==> src/asbp_pkg.sv <==
// Package: constants and carrier types for the async SRAM host controller
package asbp_pkg;

    // ----------------------------------------------------------------
    // Geometry
    // ----------------------------------------------------------------
    localparam int ADDR_W = 19;
    localparam int DATA_W = 8;

    // ----------------------------------------------------------------
    // Timing (slower grade, 2.3 V range covers all parts), in ns
    // ----------------------------------------------------------------
    localparam int CLK_PERIOD_NS = 100;
    localparam int T_READ_ACC_NS = 70;
    localparam int T_OUT_HIZ_NS = 30;
    localparam int T_SEL_TO_END_NS = 55;
    localparam int T_WR_PULSE_NS = 50;
    localparam int T_DATA_SETUP_NS = 30;

    // Least times round up, none below one cycle
    localparam int RD_ACC_CYC =
        (T_READ_ACC_NS + CLK_PERIOD_NS - 1) / CLK_PERIOD_NS;
    localparam int HIZ_CYC =
        (T_OUT_HIZ_NS + CLK_PERIOD_NS - 1) / CLK_PERIOD_NS;
    localparam int WR_SEL_CYC_RAW =
        (T_SEL_TO_END_NS + CLK_PERIOD_NS - 1) / CLK_PERIOD_NS;
    localparam int WR_PW_CYC =
        (T_WR_PULSE_NS + CLK_PERIOD_NS - 1) / CLK_PERIOD_NS;
    localparam int WR_CYC = (WR_SEL_CYC_RAW > WR_PW_CYC) ?
        WR_SEL_CYC_RAW : WR_PW_CYC;

    localparam int CNT_W = 4;
    localparam logic [CNT_W-1:0] RD_WAIT = CNT_W'(RD_ACC_CYC);
    localparam logic [CNT_W-1:0] WR_WAIT = CNT_W'(WR_CYC);
    localparam logic [CNT_W-1:0] HIZ_WAIT = CNT_W'(HIZ_CYC);
    localparam logic [CNT_W-1:0] CNT_RST = 4'h0;

    // ----------------------------------------------------------------
    // Carriers
    // ----------------------------------------------------------------
    typedef struct packed {
        logic write;
        logic [ADDR_W-1:0] addr;
        logic [DATA_W-1:0] wdata;
    } asbp_req_t;

    typedef struct packed {
        logic select_active_low;
        logic select_active_high;
        logic out_enable_n;
        logic read_write;
        logic [ADDR_W-1:0] word_address_inputs;
    } asbp_pins_t;

    localparam asbp_pins_t PINS_IDLE = '{
        select_active_low: 1'b1,
        select_active_high: 1'b0,
        out_enable_n: 1'b1,
        read_write: 1'b1,
        word_address_inputs: '0
    };

endpackage

==> src/asbp_sync.sv <==
// Two-flop synchroniser for the returning data byte
module asbp_sync #(
    parameter int W = 8
) (
    // Clock and reset
    input wire logic core_clk,
    input wire logic srst,
    // Data
    input wire logic [W-1:0] din,
    output logic [W-1:0] dout
);

    logic [W-1:0] meta_q;
    logic [W-1:0] meta_d;
    logic [W-1:0] dout_d;

    always_comb begin
        meta_d = din;
        dout_d = meta_q;
    end

    always_ff @(posedge core_clk) begin
        if (srst) begin
            meta_q <= '0;
            dout <= '0;
        end else begin
            meta_q <= meta_d;
            dout <= dout_d;
        end
    end

endmodule // asbp_sync

==> src/asbp_host.sv <==
// Host controller that drives an asynchronous byte-wide static memory
//
// Function
// Read/write select held high during reads
// Select at/after write strobe keeps lines released
// Deselect at/before write end keeps lines released
// Output enable inactive through write: no drive
// Never drive against a possibly driving memory
// Read data valid 25/30 ns after enable
// Read data valid 40/55 ns after select
// Memory drives no sooner than 5 ns
// Lines released 20/25 ns after deselect
// Lines released 20/25 ns after enable off
// Lines released 20/25 ns after write strobe
// Memory may drive at once after write
// Select held 35/45 ns before write ends
// Deselect before entering data retention
// Old data held 10 ns after address change
// Selected read drives addressed byte
// Selected write stores byte at end
// Deselected memory releases lines, ignores controls
module asbp_host
    import asbp_pkg::*;
(
    // Clock and reset
    input wire logic core_clk,
    input wire logic srst,
    // User request
    input wire logic req_valid,
    input wire asbp_req_t req,
    output logic req_ready,
    output logic [DATA_W-1:0] rd_data,
    output logic rd_valid,
    // Retention entry request and grant
    input wire logic retain_req,
    output logic retain_ok,
    // Memory pins
    output asbp_pins_t pins,
    input wire logic [DATA_W-1:0] byte_data_lines_i,
    output logic [DATA_W-1:0] byte_data_lines_o,
    output logic byte_data_lines_oe
);

    // ----------------------------------------------------------------
    // State
    // ----------------------------------------------------------------
    typedef enum logic [2:0] {
        ST_IDLE,
        ST_READ,
        ST_RD_SETTLE,
        ST_WRITE,
        ST_RELEASE,
        ST_RETAIN
    } asbp_state_t;

    asbp_state_t state_q, state_d;
    logic [CNT_W-1:0] cnt_q, cnt_d;
    asbp_pins_t pins_d;
    logic [DATA_W-1:0] dout_d;
    logic oe_d;
    logic ready_d;
    logic [DATA_W-1:0] rdata_d;
    logic rvalid_d;
    logic retain_d;
    logic [DATA_W-1:0] din_sync;

    // Pin data is asynchronous; sample it through two flops
    asbp_sync #(.W(DATA_W)) u_sync (
        .core_clk(core_clk),
        .srst(srst),
        .din(byte_data_lines_i),
        .dout(din_sync)
    );

    // ----------------------------------------------------------------
    // Next state
    // ----------------------------------------------------------------
    always_comb begin
        state_d = state_q;
        cnt_d = cnt_q;
        pins_d = pins;
        dout_d = byte_data_lines_o;
        oe_d = byte_data_lines_oe;
        ready_d = 1'b0;
        rdata_d = rd_data;
        rvalid_d = 1'b0;
        retain_d = retain_ok;
        unique case (state_q)
            ST_IDLE: begin
                if (retain_req) begin
                    // Already deselected here, so zero gap suffices
                    state_d = ST_RETAIN;
                    retain_d = 1'b1;
                end else if (req_valid && req_ready) begin
                    pins_d.word_address_inputs = req.addr;
                    pins_d.select_active_low = 1'b0;
                    pins_d.select_active_high = 1'b1;
                    if (req.write) begin
                        // Strobe low with select, OE held off
                        pins_d.read_write = 1'b0;
                        pins_d.out_enable_n = 1'b1;
                        dout_d = req.wdata;
                        oe_d = 1'b1;
                        cnt_d = WR_WAIT;
                        state_d = ST_WRITE;
                    end else begin
                        pins_d.read_write = 1'b1;
                        pins_d.out_enable_n = 1'b0;
                        oe_d = 1'b0;
                        // Wait access plus two sync stages
                        cnt_d = RD_WAIT + 4'h2;
                        state_d = ST_READ;
                    end
                end else begin
                    ready_d = 1'b1;
                end
            end
            ST_READ: begin
                if (cnt_q > 4'h1) begin
                    cnt_d = cnt_q - 4'h1;
                end else begin
                    // Capture while still selected
                    rdata_d = din_sync;
                    rvalid_d = 1'b1;
                    pins_d = PINS_IDLE;
                    pins_d.word_address_inputs =
                        pins.word_address_inputs;
                    cnt_d = HIZ_WAIT;
                    state_d = ST_RD_SETTLE;
                end
            end
            ST_RD_SETTLE: begin
                // Memory may still drive after deselect
                if (cnt_q > 4'h1) begin
                    cnt_d = cnt_q - 4'h1;
                end else begin
                    ready_d = 1'b1;
                    state_d = ST_IDLE;
                end
            end
            ST_WRITE: begin
                if (cnt_q > 4'h1) begin
                    cnt_d = cnt_q - 4'h1;
                end else begin
                    // Deselect and strobe high together ends the write
                    // with lines released
                    pins_d.select_active_low = 1'b1;
                    pins_d.select_active_high = 1'b0;
                    pins_d.read_write = 1'b1;
                    state_d = ST_RELEASE;
                end
            end
            ST_RELEASE: begin
                // Hold data one cycle past write end (zero hold is legal)
                oe_d = 1'b0;
                ready_d = 1'b1;
                state_d = ST_IDLE;
            end
            ST_RETAIN: begin
                // Deselected memory ignores the rest
                if (!retain_req) begin
                    retain_d = 1'b0;
                    ready_d = 1'b1;
                    state_d = ST_IDLE;
                end
            end
            default: begin
                state_d = ST_IDLE;
                pins_d = PINS_IDLE;
                oe_d = 1'b0;
            end
        endcase
    end

    always_ff @(posedge core_clk) begin
        if (srst) begin
            state_q <= ST_IDLE;
            cnt_q <= CNT_RST;
            pins <= PINS_IDLE;
            byte_data_lines_o <= '0;
            byte_data_lines_oe <= 1'b0;
            req_ready <= 1'b0;
            rd_data <= '0;
            rd_valid <= 1'b0;
            retain_ok <= 1'b0;
        end else begin
            state_q <= state_d;
            cnt_q <= cnt_d;
            pins <= pins_d;
            byte_data_lines_o <= dout_d;
            byte_data_lines_oe <= oe_d;
            req_ready <= ready_d;
            rd_data <= rdata_d;
            rd_valid <= rvalid_d;
            retain_ok <= retain_d;
        end
    end

    // ----------------------------------------------------------------
    // Assertions
    // ----------------------------------------------------------------
    wire sel_on = !pins.select_active_low && pins.select_active_high;
endmodule // asbp_host

==> config.mk <==
export PLATFORM = sky130hd
export DESIGN_NAME = asbp_host
export DESIGN_NICKNAME = d
export VERILOG_FILES = /design/src/asbp_pkg.sv /design/src/asbp_sync.sv /design/src/asbp_host.sv
export SDC_FILE = /design/constraint.sdc
export NUM_CORES = 1
export LEC_CHECK = 0
export BUFFER_PORTS_ARGS = -buffer_cell sky130_fd_sc_hd__buf_4
export CAP_MARGIN = 20
export CORE_UTILIZATION = 52
export DETAILED_ROUTE_END_ITERATION = 12
export GPL_ROUTABILITY_DRIVEN = 0
export GPL_TIMING_DRIVEN = 0
export PLACE_DENSITY = 0.88
export SLEW_MARGIN = 5
export SYNTH_ARGS = -nofsm -noshare
export SYNTH_HDL_FRONTEND = slang
export SYNTH_SLANG_ARGS = --single-unit
==> constraint.sdc <==
create_clock -name core_clk -period 2.5 [get_ports core_clk]
set_input_delay 0.5 -clock core_clk [delete_from_list [all_inputs] [get_ports core_clk]]
set_output_delay 0.5 -clock core_clk [all_outputs]
set_load 0.02 [all_outputs]
# [Yosys cells after proc, flatten, opt, wreduce, memory -nomap -nowiden]
# Index checks and enable logic that the tools add are counted.
[classes] addsub=1 magnitude_cmp=1 eq_ne=14 mux=36 n_bitwise=6 reduce_logical=18
[op_table] op="23-bit two-way mux" count=3
[op_table] op="19-bit one-hot mux with 3 select lines" count=1
[op_table] op="3-bit two-way mux" count=6
[op_table] op="4-bit two-way mux" count=4
[op_table] op="4-bit AND reduction" count=4
[op_table] op="3-bit one-hot mux with 5 select lines" count=1
[op_table] op="2-bit inequality test (second input constant)" count=7
[op_table] op="4-bit one-hot mux with 3 select lines" count=1
[op_table] op="1-bit two-way mux" count=10
[op_table] op="5-bit AND reduction" count=2
[op_table] op="2-bit two-way mux" count=4
[op_table] op="1-bit one-hot mux with 4 select lines" count=2
[op_table] op="2-bit one-hot mux with 4 select lines" count=1
[op_table] op="4-bit OR reduction" count=2
[op_table] op="3-bit by 2-bit equality test with 1-bit output (second input constant)" count=2
[op_table] op="3-bit equality test (second input constant)" count=2
[op_table] op="1-bit inverter" count=6
[op_table] op="3-bit AND reduction" count=2
[op_table] op="4-bit by 1-bit > comparator with 1-bit output (second input constant)" count=1
[op_table] op="1-bit one-hot mux with 2 select lines" count=2
[op_table] op="2-bit OR reduction" count=2
[op_table] op="4-bit by 1-bit subtractor with 4-bit output (second input constant)" count=1
[op_table] op="3-bit by 1-bit equality test with 1-bit output (second input constant)" count=1
[op_table] op="3-bit logical NOT" count=1
[op_table] op="other kinds (8)" count=8
[totals] register_bits=66 in_bits=40 output_inout_bits=43 elab_cells=91

# [Logic depth before layout (Yosys ltp)]
# Gate-level depths: netlist of the first run.
[logic_depth] depth_word=4 ltp_mapped=9 ltp_nobuf=6

# [Modules after synthesis]
# Synthesis of the first run repeated with hierarchy kept, for this count alone.
[hier_totals] cells_unflattened=294 area_unflattened_um2=2680.1
[by_module_without_submodules] mod="asbp_host" n_inst=1 cells_per_inst=261 area_each_um2=2215.9 seq_area_each_um2=1001.0
[by_module_without_submodules] mod="asbp_sync" n_inst=1 cells_per_inst=33 area_each_um2=464.2 seq_area_each_um2=320.3

# [Worst setup path after synthesis of the first run]
# No wires, ideal clock.
[synth_path] path_type="register to register" from="reg state_q[1]" to="reg pins[21] (netlist name)" setup_ns=0.120 arrival_time_ns=1.854 required_time_ns=2.380 setup_slack_ns=0.526 path_stages_with_launch=9 n_path_buf=2 period_less_slack_ns=1.974 cell_sequence="dfxtp_1 buf_2 buf_2 inv_1 ha_1 or3_1 o22ai_1 nor4b_1 or2_1"
[synth_between] elab_chain_cells=4 word_cells_on_any_way=14 cone_classes="eq/ne (9); mux (1); bitwise (1); reduce/logical (3)"
[synth_lines] element="start: declaration" line_no="asbp_host.sv:56" source="asbp_state_t state_q, state_d;"
[synth_lines] element="start signal: assignment" line_no="asbp_host.sv:187" source="state_q <= state_d;"
[synth_lines] element="3-bit equality test / 3-bit by 2-bit equality test with 1-bit output (equally long branches)" line_no="asbp_host.sv:88" source="unique case (state_q)"
[synth_lines] element="3-bit OR reduction (no source line)"
[synth_lines] element="1-bit inverter (no source line)"
[synth_lines] element="5-bit AND reduction (no source line)"
[synth_lines] element="end signal: assignment" line_no="asbp_host.sv:189" source="pins <= pins_d;"
[synth_lines] element="end: declaration" line_no="asbp_host.sv:38" source="output asbp_pins_t pins,"
# Parallel ways exist; a longest one is shown, timed or not.
# A chain may end at the register's enable or synchronous reset.

# [Final worst setup path of the first run]
# Same ends and word-level chain as after synthesis.

==> results of run 1 <==
cell families after synthesis:
logic type               Yosys count  synth area share
AND/OR/NAND/NOR                  117             0.267
AO/OA/AOI/OAI                     71             0.174
flip-flops                        66             0.441
buffers and inverters             30            0.0651
multiplexers                      11            0.0367
adder cells (fa/ha/maj)            4            0.0167
path summary, 6_finish.rpt:
kind	slack [ps]	from	cells past startpoint	endpoint
worst max-delay path	250	state_q[1]$_SDFFE_PP0P_	8	pins[21]$_SDFFE_PP0P_
worst max register to register	250	state_q[1]$_SDFFE_PP0P_	8	pins[21]$_SDFFE_PP0P_
worst min register to register	440	u_sync.dout_d[5]$_SDFF_PP0_	1	u_sync.dout[5]$_SDFF_PP0_
worst min-delay path	360	byte_data_lines_i[1]	2	u_sync.dout_d[1]$_SDFF_PP0_
power breakdown:
part / internal [mW] / total (mW) / switching (mW)
Sequential: 1.24 / 1.36 / 0.119
Combinational: 0.891 / 2.03 / 1.14
Clock: 0.567 / 1.00 / 0.435
Total: 2.69 / 4.38 / 1.69
layer usage:
layer	vias up	global-route usage	routed length, µm
li1	1239	-	-
met1	1179	0.268	2820
met2	101	0.393	3280
met3	10	0.0741	554
met4	0	0.0944	102
met5	-	0	0
metrics by stage:
stage	hold WS [ps]	setup WS (ps)	area, µm²
finish	356	246	3930
global route	351	88.8	3930
CTS	345	258	3930
detailed placement	421	271	3700
global placement	419	364	3700
floorplan	414	526	3000
area by class of cell:
class / count / area [µm²]
repair buffers: 82 / 616
clock inverters: 7 / 100
fillers: 433 / 1610
flip-flops and latches: 66 / 1320
plain buffers: 23 / 169
inverters: 7 / 26.3
well taps: 72 / 90.1
multi-input cells: 203 / 1480
clock buffers: 9 / 124
synthesized netlist by cell type, types with 3 or more instances:
| master | n |
|---|---|
| dfxtp_1 | 66 |
| nand3_2 | 21 |
| a21oi_2 | 19 |
| nor2_1 | 16 |
| nor2b_1 | 16 |
| a21oi_1 | 15 |
| nand2b_1 | 15 |
| nand2_1 | 12 |
| mux2i_1 | 11 |
| clkbuf_1 | 10 |
| nand3_1 | 8 |
| inv_1 | 7 |
| a211oi_1 | 5 |
| buf_2 | 5 |
| nand2b_2 | 5 |
| nor3_1 | 5 |
| o21ai_0 | 5 |
| o21ai_1 | 5 |
| buf_6 | 4 |
| ha_1 | 4 |
| or2_1 | 3 |
flip-flops by register name, indices dropped and copies added, names as in the netlist, 3 cells and up:
| signal | flops |
|---|---|
| pins | 23 |
| state_q | 3 |
| u_sync.dout_d | 8 |
| u_sync.dout | 8 |
| rd_data | 8 |
| byte_data_lines_o | 8 |
| cnt_q | 4 |
worst register-to-register path, delay by kind of cell, from the launching register on:
kind | cells | cell delay [ps]
adders and majority gates | 1 | 280
and+or+nand+nor | 3 | 620
AOI/OAI and AO/OA | 1 | 300
DFF | 1 | 330
buffers and inverters | 3 | 600
cells in the final DEF, fill, tap and decap left out, drive strengths merged, types with 2 or more instances in the layout:
cell | Yosys | layout
buf | 12 | 94
mux2i | 11 | 11
clkbuf | 11 | 20
nand3 | 29 | 29
a211oi | 5 | 5
nand2b | 20 | 20
nor3b | 2 | 2
clkinvlp | 0 | 3
inv | 7 | 9
o211a | 2 | 2
o21ai | 10 | 10
dfxtp | 66 | 66
nand2 | 12 | 12
nor3 | 6 | 6
nor4 | 2 | 2
or2 | 3 | 3
nor2 | 17 | 17
o211ai | 2 | 2
ha | 4 | 4
nor2b | 16 | 16
a21oi | 34 | 34
bufinv | 0 | 2
or3 | 3 | 3
==> impl_metrics.tcl, run 1 <==
set metrics [dict create \
    outcome "completed" \
    vias 2529 \
    first_pass_iters 4 \
    cts_resized 0 \
    cp.required_ps 2730 \
    area_growth_pct 31.0 \
    cts_hold_buf 0 \
    worstPathCellList "buf_2 > buf_2 > inv_1 > ha_1 > or3_1 > o22ai_1 > nor4b_1 > or2_1" \
    ioPinCount 83 \
    hpwl_um 4820 \
    crit_buf_inv 3 \
    path_class "flip-flop to flip-flop" \
    maxSlewHeadroom 0.556 \
    drc_errors 0 \
    maxCapViolations 0 \
    dp_cells 453 \
    cts_tree "built" \
    post-cts-setup-buffers 0 \
    yosysUniqueCellTypes 59 \
    finalCriticalPeriod_ps 2250 \
    dr.first_iter.drc_count 144 \
    yosys_most_used_dff "dfxtp_1" \
    setup-violations-final 0 \
    drt.antenna.violating_nets 0 \
    wl_um 6760 \
    port_buffers 82 \
    routedWlPerCell_um 14.4 \
    async_flop_share 0 \
    grt_start_max_net_pins 14 \
    clk-insertion-delay-late_ps 350 \
    num_antenna_cells 0 \
    clock-sinks 66 \
    end_kind "flip-flop" \
    worstMarginPinSlew_ps 666 \
    power.density_nw_per_um2 1120 \
    slowest_delay_ps 330 \
    report.final.slew_viol_count 0 \
    track_usage 0.231 \
    yosys.area.top_type "dfxtp_1" \
    timing.final.crit_share 0.901 \
    total_power_mw 4.38 \
    fin_tns_setup_ps 0 \
    path_max_fanout 10 \
    synth_edf_count 0 \
    row_count 27 \
    cts_buffers 9 \
    synth_area_um2 3000 \
    synth_top_area_share 0.441 \
    synthTopCellsByArea "dfxtp_1 (44%), nand3_2 (7.0%), a21oi_2 (5.6%)" \
    drive_gt1_frac 0.411 \
    fin_skew_ps 11.9 \
    clock_path_buffers 2 \
    initial_core_util 0.541 \
    final_nets 436 \
    core_um2 5540 \
    worstHoldPathType "primary input to flip-flop" \
    synth.avg_cell_area_um2 10.0 \
    fin_cells 469 \
    synthesis.instances 299 \
    yosysWarnings 0 \
    routed_via_density 5.39 \
    synth_seq_cells 66 \
    cpMaxStageDelayCell "dfxtp_1" \
    root_buffer "clkbuf_8" \
    critPathTopFamily "simple AND/OR/NAND/NOR gates" \
    start_kind "flip-flop" \
    path_clk_slew_ps 80 \
    hold_viol_final 0 \
    die_x_um 77.9 \
    worstPathArrival_ps 2490 \
    grt_overflow 0 \
    seq_area_frac_synth 0.441 \
    crit_top_cell "buf_2" \
    vdd_drop_max_mv 0.619 \
    antenna_found_initial 0 \
    htreeDepth 3 \
    final_core_util 0.709 \
    dieArea_um2 6070 \
    die_h_um 77.9 \
    syn_nets 343 \
    grt_pass1_vias 2405 \
    grt_pass1_wl_um 11000 \
    timing.fmax_mhz 444 \
    rsz0062_at_grt "no" \
    leakagePower_nw 1.62 \
]
Note: power is estimated with default switching activity, not from simulation.
==> inputs of run 2 (changes only) <==
- BUFFER_PORTS_ARGS: -buffer_cell sky130_fd_sc_hd__buf_4 -> default
- CORE_MARGIN: default -> 2
- CORE_UTILIZATION: 52 -> 62
- DONT_BUFFER_PORTS: default -> 1
- PLACE_DENSITY: 0.88 -> 0.87
==> impl_metrics.tcl, run 2 (synthesis gave the netlist of run 1 again) <==
set metrics [dict create \
    outcome "completed" \
    cts_resized 0 \
    path_max_fanout 10 \
    routed_via_density 6.05 \
    clock-sinks 66 \
    cts_buffers 9 \
    grt_start_max_net_pins 14 \
    initial_core_util 0.639 \
    clk-insertion-delay-late_ps 340 \
    drive_gt1_frac 0.257 \
    final_nets 354 \
    timing.final.crit_share 0.892 \
    maxSlewHeadroom 0.541 \
    die_h_um 73.5 \
    p_switching_mw 1.60 \
    clock_path_buffers 2 \
    dr.first_iter.drc_count 183 \
    setup_ws_ps 270 \
    vias 2231 \
    drt.antenna.violating_nets 0 \
    leakagePower_nw 1.22 \
    final_cell_mix "dfxtp_1 (66), nand3_2 (21), a21oi_2 (19), nor2b_1 (16), nor2_1 (16)" \
    fin_skew_ps 12.3 \
    dpl_cell_area_um2 3060 \
    num_antenna_cells 0 \
    cts_tree "built" \
    port_buffers 0 \
    routedWlPerCell_um 16.5 \
    fin_tns_setup_ps 0 \
    cts_hold_buf 0 \
    report.final.slew_viol_count 0 \
    end_kind "flip-flop" \
    grt_overflow 0 \
    sw_frac_of_total 0.382 \
    num-fill-cells 383 \
    timing.fmax_mhz 448 \
    power.density_nw_per_um2 1270 \
    path_clk_slew_ps 80 \
    setup-violations-final 0 \
    first_pass_iters 4 \
    vdd_drop_max_mv 0.789 \
    p_int_mw 2.60 \
    htreeDepth 3 \
    ioPinCount 83 \
    dieArea_um2 5410 \
    grt_pass1_wl_um 9700 \
    clock_power_share 0.258 \
    final_common_cell "dfxtp_1" \
    hpwl_um 4340 \
    row_count 25 \
    dpl_worst_slack_ps 274 \
    drc_errors 0 \
    largest_register_ffs 23 \
    rsz0062_at_grt "no" \
    hold_viol_final 0 \
    post-cts-setup-buffers 0 \
    worstPathArrival_ps 2450 \
    core_um2 4690 \
    regMostFlops "pins" \
    path_class "flip-flop to flip-flop" \
    cp.required_ps 2720 \
    area_growth_pct 10.6 \
    worstHoldPathType "primary input to flip-flop" \
    worstMarginPinSlew_ps 689 \
    total_power_mw 4.20 \
    start_kind "flip-flop" \
    grt_pass1_vias 2128 \
    fin_area_um2 3310 \
    pwr-share-seq 0.367 \
    finalCriticalPeriod_ps 2230 \
    track_usage 0.235 \
    maxCapViolations 0 \
    wl_um 6080 \
    antenna_found_initial 0 \
    pwr-share-comb 0.376 \
    die_x_um 73.5 \
    root_buffer "clkbuf_8" \
]
run 2: changes by cell type in the layout (fill, tap and decap cells not counted):
cell / before / now
clkinvlp_4: 3 / 0
bufinv_16: 2 / 3
buf_4: 83 / 1
inv_6: 2 / 1
clkinv_4: 0 / 3
run 2: worst max-delay path: stages, from the launching register on:
cell and delay (ps):
dfxtp_1 330, buf_2 190, buf_2 230, inv_1 130, ha_1 270, or3_1 310, o22ai_1 350, nor4b_1 90
or2_1 220
run 2: path summary, 6_finish.rpt:
kind | from | to | slack, ps | cells after the start
min | byte_data_lines_i[3] | u_sync.dout_d[3]$_SDFF_PP0_ | 290 | 1
max | state_q[1]$_SDFFE_PP0P_ | pins[21]$_SDFFE_PP0P_ | 270 | 8
max reg2reg | state_q[1]$_SDFFE_PP0P_ | pins[21]$_SDFFE_PP0P_ | 270 | 8
min reg2reg | u_sync.dout_d[2]$_SDFF_PP0_ | u_sync.dout[2]$_SDFF_PP0_ | 440 | 1
run 2: power by group through the flow:
| stage | registers, mW | clock network, mW | logic [mW] |
|---|---|---|---|
| 3_3_place_gp | 1.56 | 0 | 1.53 |
| 6_report | 1.54 | 1.08 | 1.58 |
| 3_5_place_dp | 1.57 | 0 | 1.57 |
| 5_1_grt | 1.57 | 1.15 | 1.72 |
| 2_1_floorplan | 1.53 | 0 | 1.32 |
| 4_1_cts | 1.54 | 1.11 | 1.58 |
run 2: final cells by class:
type                    instances  area [µm²]  area share
inverters                       7        26.3     0.00793
flip-flops and latches         66        1320       0.399
clock inverters                 7         125      0.0378
multi-input cells             203        1480       0.447
well taps                      54        67.6      0.0204
plain buffers                  23         169      0.0510
clock buffers                   9         124      0.0374
run 2: per-stage QoR:
step                std cells  utilization  hold slack [ps]
floorplan                 299            -              414
global placement          353        0.653              420
detailed placement        353        0.653              426
CTS                       369        0.706              268
global route              369        0.706              274
finish                    369        0.706              286
run 2: metal layers:
metal,vias to the layer above,track usage,part of all wire
met1,1048,0.275,0.40
met3,7,0.103,0.087
met5,-,0,0
li1,1076,-,-
met2,100,0.390,0.50
met4,0,0.0707,0.011
